$ cat config.mk
export PLATFORM = sky130hd
export DESIGN_NAME = cold_load_pickup
export DESIGN_NICKNAME = d
export VERILOG_FILES = /design/src/logic/cold_load_pkg.sv /design/src/logic/cold_load_pickup.sv
export SDC_FILE = /design/constraint.sdc
export NUM_CORES = 1
export LEC_CHECK = 0
export BUFFER_PORTS_ARGS = -buffer_cell sky130_fd_sc_hd__clkbuf_2
export CAP_MARGIN = 20
export CORE_UTILIZATION = 30
export DETAILED_ROUTE_END_ITERATION = 6
export GPL_TIMING_DRIVEN = 0
export RECOVER_POWER = 100
export SYNTH_ARGS = -nofsm -noshare
export SYNTH_HDL_FRONTEND = slang
export SYNTH_SLANG_ARGS = --single-unit
export TNS_END_PERCENT = 100
$ cat constraint.sdc
create_clock -name clk -period 2.45 [get_ports clk]
set_input_delay 0.3675 -clock clk [delete_from_list [all_inputs] [get_ports clk]]
set_output_delay 0.3675 -clock clk [all_outputs]
set_load 0.005 [all_outputs]
$ cat src/logic/cold_load_pkg.sv
/*
 * Package for the cold load pickup supervisor: mode encoding, state encoding,
 * input/config/status structs and timer widths.
 * Assumes a single 40 MHz clock domain; presets are given in clock ticks.
 */
`default_nettype none

package cold_load_pkg;

	localparam int unsigned CLK_HZ      = 40_000_000;
	localparam int unsigned TIMER_W     = 32;
	localparam int unsigned CUR_W       = 16;
	// drop-out ratio of the inrush detector: 90 %, as numerator over 100
	localparam int unsigned DROP_NUM    = 90;
	localparam int unsigned DROP_DEN    = 100;
	localparam logic [TIMER_W-1:0] TIMER_ZERO = 32'h0000_0000;
	localparam logic [TIMER_W-1:0] TIMER_ONE  = 32'h0000_0001;

	// cold condition detection modes
	typedef enum logic [1:0] {
		MODE_BREAKER = 2'h0,
		MODE_UNDERCUR = 2'h1,
		MODE_AND     = 2'h2,
		MODE_OR      = 2'h3
	} detect_mode_t;

	typedef enum logic [2:0] {
		ST_WARM    = 3'h0,
		ST_LOADOFF = 3'h1,
		ST_COLD    = 3'h2,
		ST_INRUSH  = 3'h3,
		ST_SETTLE  = 3'h4
	} cold_state_t;

	// live inputs from breaker contacts, comparators, block sources and auto-reclose
	typedef struct packed {
		logic              breaker_open;
		logic              undercurrent;
		logic [CUR_W-1:0]  load_current;
		logic              block_ext;
		logic              block_int;
		logic              auto_reclose_running;
	} cold_in_t;

	// user configuration
	typedef struct packed {
		detect_mode_t      breaker_position_mode;
		logic              sel_block_ext;
		logic              sel_block_int;
		logic              has_auto_reclose;
		logic [CUR_W-1:0]  inrush_threshold;
		logic [TIMER_W-1:0] t_load_off;
		logic [TIMER_W-1:0] t_settle;
		logic [TIMER_W-1:0] t_max_block;
	} cold_cfg_t;

	typedef struct packed {
		logic              cold_condition;
		logic              inrush_present;
		logic              load_off_running;
		logic              settle_running;
		logic              max_block_running;
		logic              blocked;
	} cold_status_t;

endpackage : cold_load_pkg

`default_nettype wire

$ cat src/logic/cold_load_pickup.sv
/*
 * Cold load pickup supervisor: detects warm-to-cold transitions, times the
 * load-off delay, raises cold_load_active, and releases it after inrush has
 * settled or the maximum-block time runs out.
 * Assumes pin-level inputs (breaker_open, undercurrent, block_ext) arrive
 * asynchronously; the current sample, config and internal blocks are in the
 * clk domain.
 */
//
// Notes on behaviour
// cold detected by breaker, undercurrent, both, or either; mode selectable
// warm-to-cold transition starts configurable load-off timer before declaring cold
// load-off expiry asserts cold_load_active for use by other elements
// end of cold condition starts inrush detector tracking rise and fall
// inrush present when load current exceeds the inrush threshold
// inrush finished when current falls to 90 percent of threshold
// settle timer starts after inrush ends; output drops at its expiry, or earlier on max-block expiry or a block
// max-block timer runs parallel to inrush detector; expiry drops the output
// selected external or internal block keeps the output inactive
// running auto-reclose blocks the function on variants that have it
// only a status output is produced; no trip or arming output exists
// max-block stops once current stays below 0.9 threshold for settle time
// timers count clock ticks from presets; reset clears them, output inactive
`timescale 1ns/1ps
`default_nettype none

module cold_load_pickup (
	input  wire logic                     clk,
	input  wire logic                     rst,
	input  wire cold_load_pkg::cold_in_t     pins,
	input  wire cold_load_pkg::cold_cfg_t    cfg,
	output var  logic                        cold_load_active,
	output var  cold_load_pkg::cold_status_t status
);

	////////////////////////////////////////////////////////////////////////
	// functions

	// cold decision for a mode; used by the detector only, its check decodes AND mode itself
	function automatic logic cold_of(input cold_load_pkg::detect_mode_t m,
		input logic brk, input logic uc);
		logic r;
		r = 1'b0;
		case (m)
			cold_load_pkg::MODE_BREAKER:  r = brk;
			cold_load_pkg::MODE_UNDERCUR: r = uc;
			cold_load_pkg::MODE_AND:      r = brk & uc;
			default:                      r = brk | uc;
		endcase
		return r;
	endfunction : cold_of

	// scaled threshold, widened so the product cannot wrap
	function automatic logic [cold_load_pkg::CUR_W+7:0] scale(input logic [cold_load_pkg::CUR_W-1:0] v,
		input int unsigned k);
		return (cold_load_pkg::CUR_W+8)'(v) * (cold_load_pkg::CUR_W+8)'(k);
	endfunction : scale

	////////////////////////////////////////////////////////////////////////
	// pin synchronisers: three stages, change taken when stages two and three agree

	logic [2:0] brk_sync_r;
	logic [2:0] uc_sync_r;
	logic [2:0] blk_sync_r;
	logic       brk_r;
	logic       uc_r;
	logic       blk_ext_r;

	always_ff @(posedge clk or posedge rst)
	begin
		if (rst)
		begin
			brk_sync_r <= 3'h0;
			uc_sync_r  <= 3'h0;
			blk_sync_r <= 3'h0;
		end
		else
		begin
			brk_sync_r <= {brk_sync_r[1:0], pins.breaker_open};
			uc_sync_r  <= {uc_sync_r[1:0], pins.undercurrent};
			blk_sync_r <= {blk_sync_r[1:0], pins.block_ext};
		end
	end

	// filtered levels only move when the last two stages match
	always_ff @(posedge clk or posedge rst)
	begin
		if (rst)
		begin
			brk_r     <= 1'b0;
			uc_r      <= 1'b0;
			blk_ext_r <= 1'b0;
		end
		else
		begin
			if (brk_sync_r[2] == brk_sync_r[1])
				brk_r <= brk_sync_r[2];
			if (uc_sync_r[2] == uc_sync_r[1])
				uc_r <= uc_sync_r[2];
			if (blk_sync_r[2] == blk_sync_r[1])
				blk_ext_r <= blk_sync_r[2];
		end
	end

	////////////////////////////////////////////////////////////////////////
	// condition decode

	logic cold_now;
	logic blocked;
	logic above_thr;
	logic below_drop;

	assign cold_now = cold_of(cfg.breaker_position_mode, brk_r, uc_r);
	assign blocked  = (cfg.sel_block_ext & blk_ext_r)
		| (cfg.sel_block_int & pins.block_int)
		| (cfg.has_auto_reclose & pins.auto_reclose_running);
	// compare in hundredths to avoid a divider: I*100 > thr*100
	assign above_thr  = scale(pins.load_current, cold_load_pkg::DROP_DEN)
		> scale(cfg.inrush_threshold, cold_load_pkg::DROP_DEN);
	assign below_drop = scale(pins.load_current, cold_load_pkg::DROP_DEN)
		<= scale(cfg.inrush_threshold, cold_load_pkg::DROP_NUM);

	////////////////////////////////////////////////////////////////////////
	// state machine and phase timer

	cold_load_pkg::cold_state_t state_r;
	cold_load_pkg::cold_state_t state_nxt;
	logic [cold_load_pkg::TIMER_W-1:0] tmr_r;
	logic [cold_load_pkg::TIMER_W-1:0] tmr_nxt;
	logic [cold_load_pkg::TIMER_W-1:0] maxblk_r;
	logic [cold_load_pkg::TIMER_W-1:0] maxblk_nxt;
	logic                              maxblk_run_r;
	logic                              maxblk_run_nxt;
	logic                              inrush_r;
	logic                              inrush_nxt;

	// one timer reused per phase; preset loaded on entry, counts down to zero
	always_comb
	begin
		state_nxt      = state_r;
		tmr_nxt        = (tmr_r != cold_load_pkg::TIMER_ZERO) ? tmr_r - cold_load_pkg::TIMER_ONE : tmr_r;
		maxblk_nxt     = (maxblk_run_r && maxblk_r != cold_load_pkg::TIMER_ZERO)
			? maxblk_r - cold_load_pkg::TIMER_ONE : maxblk_r;
		maxblk_run_nxt = maxblk_run_r;
		inrush_nxt     = inrush_r;
		case (state_r)
			cold_load_pkg::ST_WARM:
			begin
				if (cold_now)
				begin
					state_nxt = cold_load_pkg::ST_LOADOFF;
					tmr_nxt   = cfg.t_load_off;
				end
			end
			cold_load_pkg::ST_LOADOFF:
			begin
				if (!cold_now)
					state_nxt = cold_load_pkg::ST_WARM;
				else if (tmr_r == cold_load_pkg::TIMER_ZERO)
					state_nxt = cold_load_pkg::ST_COLD;
			end
			cold_load_pkg::ST_COLD:
			begin
				if (!cold_now)
				begin
					state_nxt      = cold_load_pkg::ST_INRUSH;
					maxblk_nxt     = cfg.t_max_block;
					maxblk_run_nxt = 1'b1;
					inrush_nxt     = 1'b0;
				end
			end
			cold_load_pkg::ST_INRUSH:
			begin
				// rise then fall of inrush; no inrush at all also lands in settle
				if (above_thr)
					inrush_nxt = 1'b1;
				else if (below_drop)
				begin
					inrush_nxt = 1'b0;
					state_nxt  = cold_load_pkg::ST_SETTLE;
					tmr_nxt    = cfg.t_settle;
				end
			end
			default:
			begin
				if (!below_drop)
					state_nxt = cold_load_pkg::ST_INRUSH;      // current rose again
				else if (tmr_r == cold_load_pkg::TIMER_ZERO)
				begin
					state_nxt      = cold_load_pkg::ST_WARM;
					maxblk_run_nxt = 1'b0;
				end
			end
		endcase
		// max-block expiry or a block ends the episode in any post-cold phase
		if ((state_r == cold_load_pkg::ST_INRUSH || state_r == cold_load_pkg::ST_SETTLE)
			&& maxblk_run_r && maxblk_r == cold_load_pkg::TIMER_ZERO)
		begin
			state_nxt      = cold_load_pkg::ST_WARM;
			maxblk_run_nxt = 1'b0;
		end
		if (blocked)
		begin
			state_nxt      = cold_load_pkg::ST_WARM;
			maxblk_run_nxt = 1'b0;
			inrush_nxt     = 1'b0;
		end
	end

	// state and timers; synchronous reset behaviour folded into async clear
	always_ff @(posedge clk or posedge rst)
	begin
		if (rst)
		begin
			state_r      <= cold_load_pkg::ST_WARM;
			tmr_r        <= cold_load_pkg::TIMER_ZERO;
			maxblk_r     <= cold_load_pkg::TIMER_ZERO;
			maxblk_run_r <= 1'b0;
			inrush_r     <= 1'b0;
		end
		else
		begin
			state_r      <= state_nxt;
			tmr_r        <= tmr_nxt;
			maxblk_r     <= maxblk_nxt;
			maxblk_run_r <= maxblk_run_nxt;
			inrush_r     <= inrush_nxt;
		end
	end

	////////////////////////////////////////////////////////////////////////
	// registered outputs: status only, nothing here can trip

	always_ff @(posedge clk or posedge rst)
	begin
		if (rst)
		begin
			cold_load_active <= 1'b0;
			status           <= '0;
		end
		else
		begin
			cold_load_active <= (state_nxt == cold_load_pkg::ST_COLD
				|| state_nxt == cold_load_pkg::ST_INRUSH
				|| state_nxt == cold_load_pkg::ST_SETTLE);
			status.cold_condition    <= cold_now;
			status.inrush_present    <= inrush_nxt;
			status.load_off_running  <= (state_nxt == cold_load_pkg::ST_LOADOFF);
			status.settle_running    <= (state_nxt == cold_load_pkg::ST_SETTLE);
			status.max_block_running <= maxblk_run_nxt;
			status.blocked           <= blocked;
		end
	end
endmodule : cold_load_pickup

`default_nettype wire

Yosys cells after proc, flatten, opt, wreduce, memory -nomap -nowiden
Cells that the tools add are included.

Flip-flop bits (word level): 86. Logic and storage cells: 96.

Equality and inequality tests: 17. $mul: 3. Muxes and demuxes: 31. Reductions and logical operators: 18. Bitwise operators: 7. Order comparisons: 2. Add/sub/neg operators: 2.

Operators with widths (count): two-way mux 32 bit (7); logical NOT 32 bit (2); one-hot mux 32 bit (2 select lines) (1); nonzero test 32 bit (2); subtractor 32 x 1 -> 32 bit (second input constant) (2); multiplier 16 x 5 -> 21 bit (second input constant) (2); two-way mux 3 bit (10); > comparator 23 bit (1); less-or-equal comparator 23 bit (1); multiplier 16 x 6 -> 22 bit (second input constant) (1); equality test 3 x 2 -> 1 bit (second input constant) (4); one-hot mux 3 bit (4 select lines) (1); two-way mux 1 bit (9); != test 4 bit (second input constant) (2); nonzero test 4 bit (2); equality test 3 x 1 -> 1 bit (second input constant) (2); equality test 3 bit (second input constant) (2); AND 1 bit (4); one-hot mux 1 bit (2 select lines) (2); AND reduction 4 bit (1); equality test 1 bit (3); logical AND 1 bit (3); logical NOT 3 bit (1); logical OR 1 bit (3); other kinds (10) (12).

Logic depth before layout (Yosys ltp)
Word-level depth: 10. Depth in mapped cells: 26. Depth with buffers taken out: 24.

Least setup slack after synthesis
OpenSTA, ideal clock, no wires.

Path kind: input -> register. Start: input cfg[98] in the netlist's numbering. End: register tmr_r[15] in the netlist's numbering. Setup slack: -3.022 ns. Path buffers: 2. Cell stages on the path: 25. Required time: 2.324 ns. Data arrival time: 5.346 ns. Cell sequence: ha_1 > ha_1 > inv_1 > fa_1 > inv_1 > ha_1 > fa_1 > a21oi_1 > o211ai_1 > a31oi_1 > a21oi_1 > and4_1 > a2111o_1 > a21oi_1 > xor2_1 > ha_1 > nand2_1 > nor4_1 > o311ai_0 > nand4_1 > nand2_1 > and3_1 > clkbuf_1 > buf_2 > a221o_1.

Cells in the longest elaborated chain, start to end: 5.

Ends and longest elaborated chain: start: declaration (RTL line cold_load_pickup.sv:31) `input wire cold_load_pkg::cold_cfg_t cfg,`; multiplier 16 x 6 -> 22 bit (RTL line cold_load_pickup.sv:56) `return (cold_load_pkg::CUR_W+8)'(v) * (cold_load_pkg::CUR_W+8)'(k);`; less-or-equal comparator 23 bit (RTL line cold_load_pickup.sv:121) `<= scale(cfg.inrush_threshold, cold_load_pkg::DROP_NUM);`; two-way mux 32 bit (RTL line cold_load_pickup.sv:177) `else if (below_drop)`; two-way mux 32 bit * (RTL line cold_load_pickup.sv:175) `if (above_thr)`; one-hot mux 32 bit (2 select lines) * (RTL line cold_load_pickup.sv:146) `case (state_r)`; net tmr_nxt, one bit (RTL line cold_load_pickup.sv:129) `logic [cold_load_pkg::TIMER_W-1:0] tmr_nxt;`; end signal: assignment (RTL line cold_load_pickup.sv:216) `tmr_r <= cold_load_pkg::TIMER_ZERO;`; end signal: assignment (RTL line cold_load_pickup.sv:224) `tmr_r <= tmr_nxt;`; end: declaration (RTL line cold_load_pickup.sv:128) `logic [cold_load_pkg::TIMER_W-1:0] tmr_r;`.

The timed path passes the listed nets; every way through them passes the cells marked *. A chain may end at the register's enable or synchronous reset.

Worst setup path in the final report
Start: input cfg[98] in the netlist's numbering. End: register cold_load_active.

Cells in the longest elaborated chain, start to end: 10.

Ends and longest elaborated chain: multiplier 16 x 6 -> 22 bit (RTL line cold_load_pickup.sv:56); less-or-equal comparator 23 bit (RTL line cold_load_pickup.sv:121); two-way mux 3 bit (RTL line cold_load_pickup.sv:177); two-way mux 3 bit (RTL line cold_load_pickup.sv:175); one-hot mux 3 bit (4 select lines) * (RTL line cold_load_pickup.sv:146); two-way mux 3 bit * (RTL line cold_load_pickup.sv:196) `if ((state_r == cold_load_pkg::ST_INRUSH || state_r == cold_load_pkg::ST_SETTLE)`; two-way mux 3 bit * (RTL line cold_load_pickup.sv:202) `if (blocked)`; equality test 3 x 2 -> 1 bit (on tied branches) (RTL line cold_load_pickup.sv:243, cold_load_pickup.sv:244); logical OR 1 bit (RTL line cold_load_pickup.sv:244) `|| state_nxt == cold_load_pkg::ST_INRUSH`; logical OR 1 bit * (RTL line cold_load_pickup.sv:245) `|| state_nxt == cold_load_pkg::ST_SETTLE);`; end signal: assignment (RTL line cold_load_pickup.sv:243) `cold_load_active <= (state_nxt == cold_load_pkg::ST_COLD`; end: declaration (RTL line cold_load_pickup.sv:32) `output var logic cold_load_active,`.

Every way passes the cells marked *; elsewhere a longest branch is shown, timed or not.

==> impl_metrics.toml <==
[status]
status = "finished with violations"
violations = "max-capacitance violations, max-slew violations, negative setup slack"

[logic_synthesis]
ys_warn_count = 0
synth_nets = 1576
netlist_top_cells_count = "ha_1 (192), inv_1 (178), dfrtp_1 (86)"
yosys_register_bits = 86
seq_area_frac_synth_pct = 20.7
yosysMostFrequentCell = "ha_1"
postSynthCellCount = 1196
synth-compound-area-share_pct = 15.0
syn_area_um2 = 10400
synth_edf_count = 0
synth-main-ff-cell = "dfrtp_1"
synth-xor-area-share_pct = 8.25
muxShareOfSynthArea_pct = 0.325
synth_top_family_by_area = "adder cells"
synth_largest_area_cell = "ha_1"
synthArstFlopShare_pct = 100
synth.avg_cell_area_um2 = 8.70
synth_adder_area_share_pct = 32.6
yosys-top-cells-area = "ha_1 (23%), dfrtp_1 (21%), fa_1 (9.2%)"
yosys.area_share.simple_pct = 15.7
yosys.area.top_type_share_pct = 23.1
ys_types = 65

[detailed_routing]
vias_per_cell = 4.80
dr.max_layer_used = "met4"
wl_met1_um = 13200
first_iter_violations = 255
wire_per_inst_um = 14.4
routed-wl-met2_um = 12400
ant_nets = 0
drtPass1Iterations = 4
route.detailed.drc = 0
vias = 8876
drt_wl_total_um = 26600
wl_met3_um = 689

[critical_path]
cp.required_ns = 2.71
r2r_end = "tmr_r[28]"
critPathTopFamily = "compound AO/OA/AOI/OAI gates"
regToRegStartpoint = "tmr_r[4]"
cp.arrival_ns = 5.60
cpPeakStageDelay_ns = 0.50
critical_path_buf_inv_count = 3
critPathSlowestCell = "fa_1"
start_kind = "primary input"
cp_cell_sequence = "clkbuf_16 > buf_4 > ha_1 > ha_1 > fa_1 > ha_4 > nand2_1 > a2bb2oi_2 > a211oi_2 > nor2_1 > a211o_1 > o2111ai_2 > a21oi_1 > xor2_1 > ha_1 > o21ai_2 > a21oi_1 > a2111oi_4 > nand2_2 > o21ai_4 > buf_6 > nand4_1 > a221o_1 > o21bai_1"
crit_start = "cfg[98]"
worst-path-max-fanout = 4
r2r_cells = 8
crit_type = "primary input to flop"
end_kind = "flop"
crit_top_cell = "ha_1"
r2r_slack_ns = -0.29

[power_and_ir_drop]
seqPwrFrac_pct = 18.0
p_int_w = 0.00564
power_leakage_nw = 6.18
switching_share_pct = 43.8
switchingPower_w = 0.00440
pwr-share-clk_pct = 16.0
ir_worst_vdd_mv = 0.360
combPwrFrac_pct = 66.0
p_per_area_nw_per_um2 = 753

[floorplanning]
rows = 67
die_h_um = 188
core_area_um2 = 33900
die_w_um = 188
start_util_pct = 30.7
dieArea_um2 = 35400
ios = 147

[placement]
port_buffers = 146
dp_hpwl_um = 21500
globalplace.congestion = 0.882

[sta]
max_freq_mhz = 187
worst_slew_pin_slew_ns = 1.53
finClkSkew_ns = 0.00788
finalSetupViolCount = 41
period_share_pct = 218
whs_ns = 0.136
slew_viol_final = 29
period_needed_ns = 5.34
timing.final.ws_setup_ns = -2.89
hold_violations = 0
rsz0062_at_grt = "yes"
slew_headroom_pct = -2.09

[global_route]
track_usage_pct = 15.2
grt_antenna_before_repair = 0
grt_max_degree = 40
grt_pass1_vias = 9059
grt_pass1_wl_um = 44200
grt-ovfl-total = 0

[cells_and_area]
drive_gt1_share_pct = 24.6
syn_to_final_growth_pct = 28.3
antenna_cells = 0
nets = 1776
post-route-util_pct = 39.4
fillers = 3416

[clock_tree]
cts_buffer_depth = 2
cts.sinks = 86
worstSkewPairLatency_ns = 0.34
cts-root-buf = "clkbuf_16"
clkTransAtPathRegs_ns = 0.06
h-tree-depth = 3
cts_tree = "done"
cts-buffers-inserted = 9
ctsHoldBuffers = 0

[run]
max_cap_viol_count = 1

[hold_path]
hold_path_class = "primary input to flop"
whs_path_depth = 1
hold_start = "pins[2]"
min_to = "blk_sync_r[0]"
==> sequential cells by signal, indices dropped and copies added, names as in the netlist <==
signal            cells
maxblk_r             32
tmr_r                32
status                6
blk_sync_r            3
brk_sync_r            3
state_r               3
uc_sync_r             3
blk_ext_r             1
brk_r                 1
cold_load_active      1
uc_r                  1
==> placed cells by master (no fill, tap or decap), types with 5 or more instances in the layout <==
| master | count |
|---|---|
| a21o_1 | 17 |
| a21oi_1 | 37 |
| a21oi_2 | 11 |
| a221o_1 | 5 |
| a22oi_2 | 28 |
| a31oi_1 | 5 |
| and3_1 | 11 |
| and4_1 | 6 |
| buf_4 | 32 |
| buf_6 | 7 |
| buf_8 | 5 |
| clkbuf_1 | 17 |
| clkbuf_16 | 11 |
| clkbuf_2 | 137 |
| clkbuf_8 | 7 |
| dfrtp_1 | 85 |
| fa_1 | 44 |
| ha_1 | 168 |
| ha_4 | 23 |
| inv_1 | 169 |
| inv_2 | 8 |
| nand2_1 | 75 |
| nand2_2 | 7 |
| nand2b_1 | 9 |
| nand3_1 | 26 |
| nand4_1 | 15 |
| nor2_1 | 59 |
| nor2b_1 | 6 |
| nor3_1 | 39 |
| nor4_1 | 12 |
| o211ai_1 | 9 |
| o21ai_0 | 49 |
| o21ai_1 | 31 |
| o21bai_1 | 6 |
| or3_1 | 12 |
| xnor2_1 | 62 |
| xor2_1 | 36 |
==> through the flow <==
stage	area, µm²	cells	worst slack, ns	total power (W)	TNS, ns
after global routing	13300	1849	-3.20	0.0110	-121.60
after floorplan	10600	1196	-2.55	0.00616	-99.20
final	13300	1849	-2.89	0.0100	-110.49
after global placement	11900	1790	-3.58	0.00747	-142.27
after detailed placement	12000	1793	-3.63	0.00758	-143.85
after CTS	13300	1838	-2.86	0.00998	-109.08
==> worst register-to-register path, delay by kind of cell, from the launching register on <==
kind | cells | cell delay [ns]
XOR/XNOR | 1 | 0.15
AND/OR/NAND/NOR | 5 | 1.67
flip-flops | 1 | 0.42
AO/OA/AOI/OAI | 2 | 0.39
==> how the worst max path moves through the flow <==
stage                            end  depth (start not counted)
floorplan                  tmr_r[15]                         25
global placement           tmr_r[14]                         26
detailed placement         tmr_r[29]                         26
CTS                 cold_load_active                         23
global route        cold_load_active                         26
finish              cold_load_active                         24
==> metal layers <==
metal	up-vias	global-route usage (%)
met2	123	25.7
met5	-	0
met1	4163	21.1
met3	24	1.66
li1	4566	-
met4	0	2.69
==> what timing repair did <==
action / in CTS / in global routing
endpoints found under the hold margin: 0 / 0
setup endpoints to repair: 61 / 51
pin swaps: 75 / 20
gates resized for setup: 156 / 21
cloned: 3 / 0
buffers inserted: 28 / 14
==> logic make-up (layout without fill, tap and decap cells) <==
| family | count (synthesis) | count (layout) |
|---|---|---|
| AOI/OAI and AO/OA | 246 | 246 |
| xor gates and xnor gates | 98 | 98 |
| adders and majority gates | 243 | 243 |
| buffers and inverters | 201 | 406 |
| DFF | 86 | 86 |
| muxes | 3 | 3 |
| and+or+nand+nor | 319 | 319 |
==> power by group through the flow <==
stage	clock network [W]	logic, W	registers (W)
after floorplan	0	0.00437	0.00178
after global placement	0	0.00566	0.00182
after CTS	0.00165	0.00653	0.00180
after global routing	0.00171	0.00746	0.00184
final	0.00161	0.00663	0.00180
after detailed placement	0	0.00576	0.00182
==> final cells by class <==
type	count	area, µm²	area share [%]
buffer	21	135	1.01
clock buffer	11	243	1.82
timing repair buffer	191	1210	9.08
tap	448	561	4.20
multi-input combinational	909	8270	61.9
sequential	86	2150	16.1
inverter	178	669	5.02
clock inverter	5	106	0.797
Note: power is estimated with default switching activity, not from simulation.
